### config.mk
export PLATFORM = sky130hd
export DESIGN_NAME = ahp_power_ctrl
export DESIGN_NICKNAME = d
export VERILOG_FILES = /design/src/rtl/ahp_hold_cnt.v /design/src/rtl/ahp_power_ctrl.v
export VERILOG_INCLUDE_DIRS = /design/src /design/src/rtl
export SDC_FILE = /design/constraint.sdc
export NUM_CORES = 1
export LEC_CHECK = 0
export BUFFER_PORTS_ARGS = -buffer_cell sky130_fd_sc_hd__buf_2
export CAP_MARGIN = 20
export CORE_MARGIN = 1
export CORE_UTILIZATION = 59
export CTS_CLUSTER_SIZE = 8
export DETAILED_ROUTE_END_ITERATION = 16
export MAX_ROUTING_LAYER = met4
export PLACE_DENSITY = 0.79
export SLEW_MARGIN = 20
export SYNTH_ARGS = -nofsm -noshare
export SYNTH_HDL_FRONTEND = slang
export SYNTH_SLANG_ARGS = --single-unit
### constraint.sdc
create_clock -name sys_clk_i -period 3.4 [get_ports sys_clk_i]
set_input_delay 0.17 -clock sys_clk_i [delete_from_list [all_inputs] [get_ports sys_clk_i]]
set_output_delay 0.17 -clock sys_clk_i [all_outputs]
set_load 0.005 [all_outputs]
### src/rtl/ahp_atx_map.vh
// Purpose: Constants for the host power and reset controller
// Assumes: 250 MHz system clock
// Notes:   Hold and pulse times are counted in 1/32 s ticks
`ifndef AHP_ATX_MAP_VH
`define AHP_ATX_MAP_VH

`define AHP_CLK_PERIOD_NS   4
`define AHP_TICK_NS         31250000
`define AHP_TICKS_PER_S     32

// Command codes and lengths
`define AHP_CMD_ATX_CFG     6'h1C
`define AHP_CMD_ATX_LEN     5'h03
`define AHP_CMD_SAVE_BOOT   6'h04
`define AHP_CMD_SAVE_LEN    5'h00

// Function byte field positions
`define AHP_F_AUTO_POL      0
`define AHP_F_RST_INV       1
`define AHP_F_PWR_INV       2
`define AHP_F_BLANK_EN      4
`define AHP_F_RST_EN        5
`define AHP_F_PWR_ON_EN     6
`define AHP_F_PWR_OFF_EN    7

// Boot state after power-up
`define AHP_RST_FUNC        8'h00
`define AHP_RST_WIDTH       8'h20
`define AHP_RST_SENSE_SRC   8'h01
`define AHP_SENSE_DEDICATED 8'h01

// Times in milliseconds
`define AHP_ON_HOLD_MS      250
`define AHP_LONG_HOLD_MS    4000
`define AHP_RST_PULSE_MS    1000
`define AHP_EXTEND_MS       5000

`define AHP_MS_TO_TICKS(ms) (((ms) * `AHP_TICKS_PER_S) / 1000)

`endif

### src/rtl/ahp_hold_cnt.v
// Purpose: Counts ticks while a synchronised key stays held
// Assumes: key_i and tick_i are on sys_clk_i
// Notes:   Saturates, clears on release
`timescale 1ns/100ps
`default_nettype none
module ahp_hold_cnt (
  input  wire       sys_clk_i,
  input  wire       rst_b_i,
  input  wire       key_i,
  input  wire       tick_i,
  output reg  [7:0] held_o
);
  always @(posedge sys_clk_i) begin
    if (!rst_b_i) begin
      held_o <= 8'h00;
    end else if (!key_i) begin
      held_o <= 8'h00;
    end else if (tick_i && (held_o != 8'hFF)) begin
      held_o <= held_o + 8'h01;
    end
  end
endmodule // ahp_hold_cnt
`default_nettype wire

### src/rtl/ahp_power_ctrl.v
// Purpose: Keypad driven power and reset pulses for an attached PC host
// Assumes: Pin inputs asynchronous; command strobe on sys_clk_i
// Notes:   Pins float unless a pulse is in progress
// How it works
// - Power switch pin floats, drives only during pulses, level from power invert, or against its idle level with auto polarity.
// - Reset pin floats, drives only during pulses, level from reset invert, or against its idle level with auto polarity.
// - Host off, enabled: confirm held 0.25 s starts power pulse of configured width.
// - Host on, enabled: cancel held 4 s drives power pin at least configured width.
// - Cancel still held after minimum: keep driving while held, up to 5 s more.
// - Host on, enabled: confirm held 4 s drives reset pin for 1 s.
// - Right after a keypad reset pulse the device resets itself.
// - Blank option on: display blanked whenever host sense is low.
// - Power on, power off, reset and blanking are each enabled separately.
// - Watchdog host reset uses the same reset pin as keypad resets.
// - Command 28 with three bytes; first byte holds function enables.
// - Second byte is pulse width; 16 means half a second.
// - Third byte 1 selects dedicated sense input, otherwise legacy pin.
// - Command 4 without data saves current configuration as boot state.
`include "ahp_atx_map.vh"
`timescale 1ns/100ps
`default_nettype none
module ahp_power_ctrl #(
  parameter TICK_CYCLES = `AHP_TICK_NS / `AHP_CLK_PERIOD_NS
) (
  input  wire       sys_clk_i,
  input  wire       rst_b_i,
  input  wire       sense_ded_i,
  input  wire       sense_gpio_i,
  input  wire       key_confirm_i,
  input  wire       key_cancel_i,
  input  wire       pwr_sw_i,
  input  wire       rst_sw_i,
  input  wire       wdog_reset_i,
  input  wire       cmd_valid_i,
  input  wire [5:0] cmd_code_i,
  input  wire [4:0] cmd_len_i,
  input  wire [7:0] cmd_data0_i,
  input  wire [7:0] cmd_data1_i,
  input  wire [7:0] cmd_data2_i,
  output reg        pwr_sw_o,
  output reg        pwr_sw_oe_o,
  output reg        rst_sw_o,
  output reg        rst_sw_oe_o,
  output reg        blank_o,
  output reg        host_on_o,
  output reg        self_reset_o,
  output reg        cfg_saved_o
);
  // Worked out as integers, then cut to the 8-bit tick counters on purpose
  localparam integer ON_HOLD_N  = `AHP_MS_TO_TICKS(`AHP_ON_HOLD_MS);
  localparam integer LNG_HOLD_N = `AHP_MS_TO_TICKS(`AHP_LONG_HOLD_MS);
  localparam integer RST_LEN_N  = `AHP_MS_TO_TICKS(`AHP_RST_PULSE_MS);
  localparam integer EXT_LEN_N  = `AHP_MS_TO_TICKS(`AHP_EXTEND_MS);
  localparam [7:0]   ON_HOLD    = ON_HOLD_N[7:0];
  localparam [7:0]   LNG_HOLD   = LNG_HOLD_N[7:0];
  localparam [7:0]   RST_LEN    = RST_LEN_N[7:0];
  localparam [7:0]   EXT_LEN    = EXT_LEN_N[7:0];

  localparam [5:0] S_IDLE = 6'h01;
  localparam [5:0] S_PON  = 6'h02;
  localparam [5:0] S_POFF = 6'h04;
  localparam [5:0] S_PEXT = 6'h08;
  localparam [5:0] S_RST  = 6'h10;
  localparam [5:0] S_BOOT = 6'h20;

  // Two-stage synchronisers for all pin inputs
  wire [5:0] pin_raw = {rst_sw_i, pwr_sw_i, key_cancel_i, key_confirm_i,
                        sense_gpio_i, sense_ded_i};
  reg  [5:0] sync_a;
  reg  [5:0] sync_b;
  genvar gi;
  generate
    for (gi = 0; gi < 6; gi = gi + 1) begin : g_sync
      always @(posedge sys_clk_i) begin
        if (!rst_b_i) begin
          sync_a[gi] <= 1'b0;
          sync_b[gi] <= 1'b0;
        end else begin
          sync_a[gi] <= pin_raw[gi];
          sync_b[gi] <= sync_a[gi];
        end
      end
    end
  endgenerate
  wire ded_s     = sync_b[0];
  wire gpio_s    = sync_b[1];
  wire confirm_s = sync_b[2];
  wire cancel_s  = sync_b[3];
  wire pwr_pin_s = sync_b[4];
  wire rst_pin_s = sync_b[5];

  // Configuration, live and boot copies
  reg [7:0] func;
  reg [7:0] width;
  reg [7:0] src;
  reg [7:0] boot_func;
  reg [7:0] boot_width;
  reg [7:0] boot_src;

  wire sense = (src == `AHP_SENSE_DEDICATED) ? ded_s : gpio_s;

  // Tick of 1/32 s
  reg  [31:0] tick_cnt;
  wire        tick = (tick_cnt == TICK_CYCLES - 1);
  always @(posedge sys_clk_i) begin
    if (!rst_b_i || tick) begin
      tick_cnt <= 32'h0000_0000;
    end else begin
      tick_cnt <= tick_cnt + 32'h0000_0001;
    end
  end

  wire [7:0] held_confirm;
  wire [7:0] held_cancel;
  ahp_hold_cnt u_confirm (
    .sys_clk_i (sys_clk_i),
    .rst_b_i   (rst_b_i),
    .key_i     (confirm_s),
    .tick_i    (tick),
    .held_o    (held_confirm)
  );
  ahp_hold_cnt u_cancel (
    .sys_clk_i (sys_clk_i),
    .rst_b_i   (rst_b_i),
    .key_i     (cancel_s),
    .tick_i    (tick),
    .held_o    (held_cancel)
  );

  reg [5:0] state;
  reg [7:0] pcnt;
  reg       c_fired;
  reg       x_fired;
  reg       from_key;
  reg       idle_pwr;
  reg       idle_rst;

  // Pulse width 0 would also end at the first tick; treat as one tick
  wire [7:0] min_w = (width == 8'h00) ? 8'h01 : width;

  wire go_on  = func[`AHP_F_PWR_ON_EN] && !sense && !c_fired &&
                (held_confirm == ON_HOLD);
  wire go_off = func[`AHP_F_PWR_OFF_EN] && sense && !x_fired &&
                (held_cancel == LNG_HOLD);
  wire go_rst = func[`AHP_F_RST_EN] && sense && !c_fired &&
                (held_confirm == LNG_HOLD);

  // Auto polarity drives against the level the pin rests at
  wire pwr_lvl = func[`AHP_F_AUTO_POL] ? ~idle_pwr : func[`AHP_F_PWR_INV];
  wire rst_lvl = func[`AHP_F_AUTO_POL] ? ~idle_rst : func[`AHP_F_RST_INV];

  wire cfg_cmd  = cmd_valid_i && (cmd_code_i == `AHP_CMD_ATX_CFG) &&
                  (cmd_len_i == `AHP_CMD_ATX_LEN);
  wire save_cmd = cmd_valid_i && (cmd_code_i == `AHP_CMD_SAVE_BOOT) &&
                  (cmd_len_i == `AHP_CMD_SAVE_LEN);

  always @(posedge sys_clk_i) begin
    if (!rst_b_i) begin
      state        <= S_IDLE;
      pcnt         <= 8'h00;
      c_fired      <= 1'b0;
      x_fired      <= 1'b0;
      from_key     <= 1'b0;
      idle_pwr     <= 1'b0;
      idle_rst     <= 1'b0;
      func         <= `AHP_RST_FUNC;
      width        <= `AHP_RST_WIDTH;
      src          <= `AHP_RST_SENSE_SRC;
      boot_func    <= `AHP_RST_FUNC;
      boot_width   <= `AHP_RST_WIDTH;
      boot_src     <= `AHP_RST_SENSE_SRC;
      self_reset_o <= 1'b0;
      cfg_saved_o  <= 1'b0;
    end else begin
      self_reset_o <= 1'b0;
      cfg_saved_o  <= 1'b0;
      if (!confirm_s) begin
        c_fired <= 1'b0;
      end
      if (!cancel_s) begin
        x_fired <= 1'b0;
      end
      if (cfg_cmd) begin
        func  <= cmd_data0_i;
        width <= cmd_data1_i;
        src   <= cmd_data2_i;
      end
      if (save_cmd) begin
        boot_func   <= func;
        boot_width  <= width;
        boot_src    <= src;
        cfg_saved_o <= 1'b1;
      end
      case (state)
        S_IDLE: begin
          idle_pwr <= pwr_pin_s;
          idle_rst <= rst_pin_s;
          pcnt     <= 8'h00;
          if (wdog_reset_i) begin
            state    <= S_RST;
            from_key <= 1'b0;
          end else if (go_rst) begin
            state    <= S_RST;
            from_key <= 1'b1;
            c_fired  <= 1'b1;
          end else if (go_on) begin
            state   <= S_PON;
            c_fired <= 1'b1;
          end else if (go_off) begin
            state   <= S_POFF;
            x_fired <= 1'b1;
          end
        end
        S_PON: begin
          if (tick) begin
            pcnt <= pcnt + 8'h01;
            if (pcnt + 8'h01 >= min_w) begin
              state <= S_IDLE;
            end
          end
        end
        S_POFF: begin
          if (tick) begin
            pcnt <= pcnt + 8'h01;
            if (pcnt + 8'h01 >= min_w) begin
              pcnt  <= 8'h00;
              state <= cancel_s ? S_PEXT : S_IDLE;
            end
          end
        end
        S_PEXT: begin
          if (!cancel_s) begin
            state <= S_IDLE;
          end else if (tick) begin
            pcnt <= pcnt + 8'h01;
            if (pcnt + 8'h01 >= EXT_LEN) begin
              state <= S_IDLE;
            end
          end
        end
        S_RST: begin
          if (tick) begin
            pcnt <= pcnt + 8'h01;
            if (pcnt + 8'h01 >= RST_LEN) begin
              state <= from_key ? S_BOOT : S_IDLE;
            end
          end
        end
        S_BOOT: begin
          // Self reset reloads the saved boot state
          self_reset_o <= 1'b1;
          func         <= boot_func;
          width        <= boot_width;
          src          <= boot_src;
          state        <= S_IDLE;
        end
        default: begin
          state <= S_IDLE;
        end
      endcase
    end
  end

  // Registered pin drive and display state
  always @(posedge sys_clk_i) begin
    if (!rst_b_i) begin
      pwr_sw_o    <= 1'b0;
      pwr_sw_oe_o <= 1'b0;
      rst_sw_o    <= 1'b0;
      rst_sw_oe_o <= 1'b0;
      blank_o     <= 1'b0;
      host_on_o   <= 1'b0;
    end else begin
      pwr_sw_oe_o <= (state == S_PON) || (state == S_POFF) ||
                     (state == S_PEXT);
      pwr_sw_o    <= pwr_lvl;
      rst_sw_oe_o <= (state == S_RST);
      rst_sw_o    <= rst_lvl;
      blank_o     <= func[`AHP_F_BLANK_EN] && !sense;
      host_on_o   <= sense;
    end
  end
endmodule // ahp_power_ctrl
`default_nettype wire
=== Word level (Yosys, flattened, before mapping) ===
Index checks and enable logic that the tools add are counted.

* Div/mod/pow operators: 0
* Reductions and logical operators: 34
* Muxes and demuxes: 46
* Add/sub/neg operators: 4
* Equality and inequality tests: 26
* Multiply operators: 0
* Magnitude comparators: 3
* Shift operators: 0
* Bitwise gates (word level): 2

{| class="wikitable"
|+ Operators with widths
! operator !! number
|-
| 8-bit 2-to-1 mux || 11
|-
| 6-bit 2-to-1 mux || 14
|-
| 32-bit by 1-bit adder with 32-bit output (second input constant) || 1
|-
| 32-bit by 23-bit == test with 1-bit output (second input constant) || 1
|-
| 8-bit case mux with 4 select lines || 1
|-
| 6-bit case mux with 5 select lines || 1
|-
| 8-bit by 1-bit adder with 8-bit output (second input constant) || 3
|-
| 1-bit 2-to-1 mux || 18
|-
| 8-bit == test (second input constant) || 2
|-
| 1-bit logical AND || 16
|-
| 8-bit inequality test (second input constant) || 2
|-
| 2-bit inequality test (second input constant) || 7
|-
| 6-bit by 3-bit == test with 1-bit output (second input constant) || 2
|-
| 6-bit by 5-bit == test with 1-bit output (second input constant) || 2
|-
| 9-bit AND reduction || 1
|-
| 8-bit by 1-bit == test with 1-bit output (second input constant) || 1
|-
| 8-bit by 4-bit == test with 1-bit output (second input constant) || 1
|-
| 8-bit by 6-bit greater-or-equal comparator with 1-bit output (second input constant) || 1
|-
| 8-bit greater-or-equal comparator || 1
|-
| 8-bit greater-or-equal comparator (second input constant) || 1
|-
| 8-bit logical NOT || 1
|-
| 6-bit by 1-bit == test with 1-bit output (second input constant) || 1
|-
| 6-bit by 2-bit == test with 1-bit output (second input constant) || 1
|-
| 6-bit by 4-bit == test with 1-bit output (second input constant) || 1
|-
| 14 further kinds || 24
|}

* Register bits after elaboration: 135
* Logic and storage cells: 151
* Memory bits (read-only): 0
* Memories: 0
* Output and inout bits: 8
* Memory bits (writable): 0
* Latch bits: 0

=== Depth between registers and ports, before layout ===
* Depth in word-level cells: 10
* Mapped depth: 11

=== Cells and area by module ===
From an unflattened synthesis, not the netlist that was laid out.

* Cells, all modules: 698
* Area, all modules: 6180.9 sq um

{| class="wikitable"
|+ By module, submodules not included
! module !! area each (sq um) !! sequential area each (sq um) !! instances !! cells each
|-
| ahp_power_ctrl || 5350.1 || 2342.2 || 1 || 602
|-
| ahp_hold_cnt || 415.4 || 160.2 || 2 || 48
|}

=== Worst setup path after synthesis ===
OpenSTA, ideal clock, no wires.

* Path type: flip-flop to flip-flop
* From: register pcnt[0]
* To: register state[0]
* Period minus slack after synthesis: 2.567 ns
* Stages on the path, launching flop included: 12
* Slack: 0.833 ns
* Arrival: 2.447 ns
* Data required time: 3.280 ns
* Library setup time: 0.120 ns
* Cell sequence: dfxtp_1 -> ha_1 -> nand3_1 -> nor2_1 -> xor2_1 -> ha_1 -> a21o_1 -> a21oi_1 -> o31ai_1 -> o211ai_1 -> nor3_1 -> a211o_2

* Cells in the longest elaborated chain, start to end: 4

{| class="wikitable"
|+ Ends and longest elaborated chain
! item !! line !! text
|-
| from (decl) || ahp_power_ctrl.v:131 || <nowiki>reg [7:0] pcnt;</nowiki>
|-
| from (signal assigned) || ahp_power_ctrl.v:216 || <nowiki>pcnt <= pcnt + 8'h01;</nowiki>
|-
| from (signal assigned) || ahp_power_ctrl.v:224 || <nowiki>pcnt <= pcnt + 8'h01;</nowiki>
|-
| from (signal assigned) || ahp_power_ctrl.v:235 || <nowiki>pcnt <= pcnt + 8'h01;</nowiki>
|-
| 8-bit by 1-bit adder with 8-bit output (*) || n/a ||
|-
| 8-bit greater-or-equal comparator (tied with other cells) || ahp_power_ctrl.v:236 || <nowiki>if (pcnt + 8'h01 >= EXT_LEN) begin</nowiki>
|-
| 3-bit inequality test (no line) or 2-bit inequality test (tied branches) || n/a ||
|-
| 9-bit AND reduction (no line) (*) || n/a ||
|-
| to (signal assigned) || ahp_power_ctrl.v:227 || <nowiki>state <= cancel_s ? S_PEXT : S_IDLE;</nowiki>
|-
| to (signal assigned) || ahp_power_ctrl.v:245 || <nowiki>state <= from_key ? S_BOOT : S_IDLE;</nowiki>
|-
| to (decl) || ahp_power_ctrl.v:130 || <nowiki>reg [5:0] state;</nowiki>
|}

Mark *: on every way between the ends. The rest lies on a longest branch, timed or not.
A chain may end at the register's enable or synchronous reset.

=== Worst setup path after layout ===
Same ends and word-level chain as after synthesis.

==> impl_metrics.json <==
{
  "vias": 5104,
  "yosys.area.top_type_share": 0.4469,
  "antenna_left": 0,
  "ff_latch_area_um2": 2663,
  "setup_viol": 0,
  "async_flop_share": 0,
  "fin_tns_setup_ns": 0,
  "grt_setup_unrepaired": "false",
  "ioPinCount": 53,
  "p_per_area_nw_per_um2": 524.3,
  "grt_util_all_layers": 0.2840,
  "path_buf_inv": 0,
  "min_period_ns": 3.026,
  "dp_slack_ns": 0.4549,
  "drt_iter0_markers": 227,
  "finalCoreUtilization": 0.7272,
  "root_buffer": "clkbuf_8",
  "skew_ns": 0.006932,
  "dieArea_um2": 10500,
  "io_buffers": 51,
  "firstDrtPassIters": 6,
  "synth_edf_count": 0,
  "hold_path.class": "primary input to flip-flop",
  "peakVddDrop_v": 0.0003475,
  "grt-ovfl-total": 0,
  "cp_common_cell": "ha_1",
  "syn_area_um2": 5958,
  "htree_num_levels": 4,
  "path_cells": "ha_1 -> nand3_1 -> xnor2_1 -> ha_1 -> or4_1 -> a21oi_1 -> o31ai_1 -> o211ai_1 -> nor3_1 -> a211o_2",
  "fin_crit_sh": 0.8899,
  "ys_ff_latch": 133,
  "gp_congestion": 0.8362,
  "post_cts_buffers": 0,
  "yosysUniqueCellTypes": 60,
  "floorplan.initialDensity": 0.6096,
  "critPathKind": "flip-flop to flip-flop",
  "clockBufferDepth": 2,
  "multi_input_area_um2": 3123,
  "synthFlopType": "dfxtp_1",
  "fp.dieH_um": 102.5,
  "critPathLaunch": "pcnt[0]$_SDFFE_PN0P_",
  "die_w_um": 102.5,
  "synth_top_area_cell": "dfxtp_1",
  "cts_buffers": 17,
  "setup.worst_path.start_class": "flip-flop",
  "slowest_stage": "o211ai_1",
  "drc": 0,
  "instances_no_fill": 890,
  "slew_viol_final": 0,
  "timing.fmax_ghz": 0.3305,
  "diodes": 0,
  "grt_pass1_vias": 5015,
  "cts_tree": "built",
  "critPathMaxStageDelay_ns": 0.44,
  "tightest_slew_ns": 0.9608,
  "synth.most_common_cell": "dfxtp_1",
  "wirelength_um": 13460,
  "synthTopCellsByArea": "dfxtp_1, nor2_1, mux2i_1",
  "syn_area_per_cell_um2": 8.866,
  "drive_above_1_share": 0.1427,
  "clk_pin_slew_ns": 0.06,
  "dp_cells": 836,
  "clock_latency_ns": 0.53,
  "outcome": "finished clean",
  "ys_warn_count": 0,
  "hold_viol_final": 0,
  "viasPerCell": 5.735,
  "path_max_fanout": 6,
  "maxCapViolCount": 0,
  "cts_sinks": 133,
  "grt_pass1_wl_um": 22310,
  "dpl.hpwl_um": 8867,
  "hold_start": "cmd_data1_i[6]",
  "wire_per_inst_um": 15.12,
  "n_fill_cell": 710,
  "yosys-top-cells-count": "dfxtp_1, nor2_1, nand2_1",
  "setup_ws_ns": 0.3743,
  "crit_path_end_kind": "flip-flop",
  "antenna_found_initial": 0,
  "area_growth_pct": 19.30,
  "synth_cells": 672,
  "grt_max_degree": 59,
  "required_ns": 3.82,
  "synth_nets": 731,
  "coreArea_um2": 9774,
  "cp.arrival_ns": 3.44,
  "crit_family": "compound AO/OA/AOI/OAI gates",
  "power_leakage_nw": 2.915,
  "ys_seq_area_frac": 0.4469,
  "reg2reg_from": "pcnt[0]$_SDFFE_PN0P_",
  "fp-row-count": 36,
  "relSlewSlack": 0.3594,
  "nets": 803
}
[stage by stage]
step	cell area (um2)	total power, W	hold WS [ns]
after floorplan	5958	0.001918	0.2666
after global placement	6331	0.002005	0.3758
final	7108	0.003726	0.01051
after CTS	7108	0.003739	0.0003276
after detailed placement	6331	0.002027	0.3794
after global routing	7108	0.003851	0.008343
[worst paths after layout]
kind	end	slack, ns	depth (start not counted)
setup / recovery	state[0]$_SDFFE_PN1P_	0.37	10
hold / removal	width[6]$_SDFFE_PN0P_	0.01	3
setup reg to reg	state[0]$_SDFFE_PN1P_	0.37	10
hold reg to reg	gpio_s$_SDFF_PN0_	0.44	1
[logic make-up after synthesis]
| kind of cell | Yosys count | synth area share |
|---|---|---|
| mux | 43 | 0.07224 |
| xor+xnor | 48 | 0.07056 |
| fa+ha+maj | 14 | 0.02940 |
| flops | 133 | 0.4469 |
| compound gates | 89 | 0.09849 |
| buf+inv | 46 | 0.02961 |
| simple gates | 299 | 0.2528 |
[cell type report]
cell class,instances,share of cell area
sequential,133,0.3746
inverter,19,0.01003
multi-input combinational,493,0.4394
clock inverter,13,0.01760
tap,133,0.02341
timing repair buffer,80,0.07428
clock buffer,19,0.06073
[state kept, by name (all words and copies together) (netlist names), 6 cells and up]
name / cells
tick_cnt: 32
boot_src: 8
boot_width: 8
pcnt: 8
src: 8
u_cancel.held_o: 8
u_confirm.held_o: 8
width: 8
boot_func: 7
func: 7
state: 6
sync_a: 6
[per-layer routing]
metal / track usage / part of all wire / up-vias
met1: 0.3215 / 0.44 / 2451
met5: - / 0 / -
met4: 0.1198 / 0.017 / 0
li1: - / - / 2515
met3: 0.06576 / 0.032 / 28
met2: 0.4810 / 0.51 / 110
[worst register-to-register path, cell delays in order, from the launching register on]
cell and delay (ns):
dfxtp_1 0.41, ha_1 0.28, nand3_1 0.18, xnor2_1 0.18
ha_1 0.22, or4_1 0.39, a21oi_1 0.23, o31ai_1 0.13
o211ai_1 0.44, nor3_1 0.13, a211o_2 0.32
[where the power goes]
group | leakage (nW) | internal [W] | switching (W) | total (W)
combinational | 1.58 | 0.000153 | 0.000245 | 0.000399
clock | 0.257 | 0.000996 | 0.000705 | 0.00170
sequential | 1.08 | 0.00159 | 0.0000370 | 0.00163
total | 2.92 | 0.00274 | 0.000988 | 0.00373
[cells in the final DEF (no fill, tap or decap), types with 4 or more instances in the layout]
| cell type | synthesis | final |
|---|---|---|
| dfxtp_1 | 133 | 133 |
| nor2_1 | 115 | 115 |
| buf_2 | 2 | 51 |
| nand2_1 | 49 | 49 |
| mux2i_1 | 43 | 43 |
| nand3_1 | 29 | 29 |
| xor2_1 | 28 | 28 |
| a21oi_1 | 28 | 28 |
| a211oi_1 | 23 | 23 |
| dlygate4sd3_1 | 0 | 22 |
| xnor2_1 | 20 | 20 |
| inv_1 | 18 | 18 |
| nand4_1 | 17 | 17 |
| clkbuf_16 | 0 | 16 |
| and2_1 | 14 | 14 |
| ha_1 | 14 | 14 |
| o21ai_0 | 11 | 11 |
| or3_1 | 11 | 11 |
| and3_1 | 9 | 9 |
| and4_1 | 8 | 8 |
| nor4_1 | 8 | 8 |
| nor3_1 | 7 | 7 |
| buf_4 | 0 | 7 |
| nor4b_1 | 5 | 5 |
| or4_1 | 5 | 5 |
| clkinvlp_4 | 0 | 5 |
| o211ai_1 | 4 | 4 |
[timing repair]
| item | in CTS | in global routing |
|---|---|---|
| hold buffers | 22 | 0 |
| hold endpoints to repair | 23 | 0 |
| gates resized for setup | 0 | 0 |
Note: power is estimated with default switching activity, not from simulation.
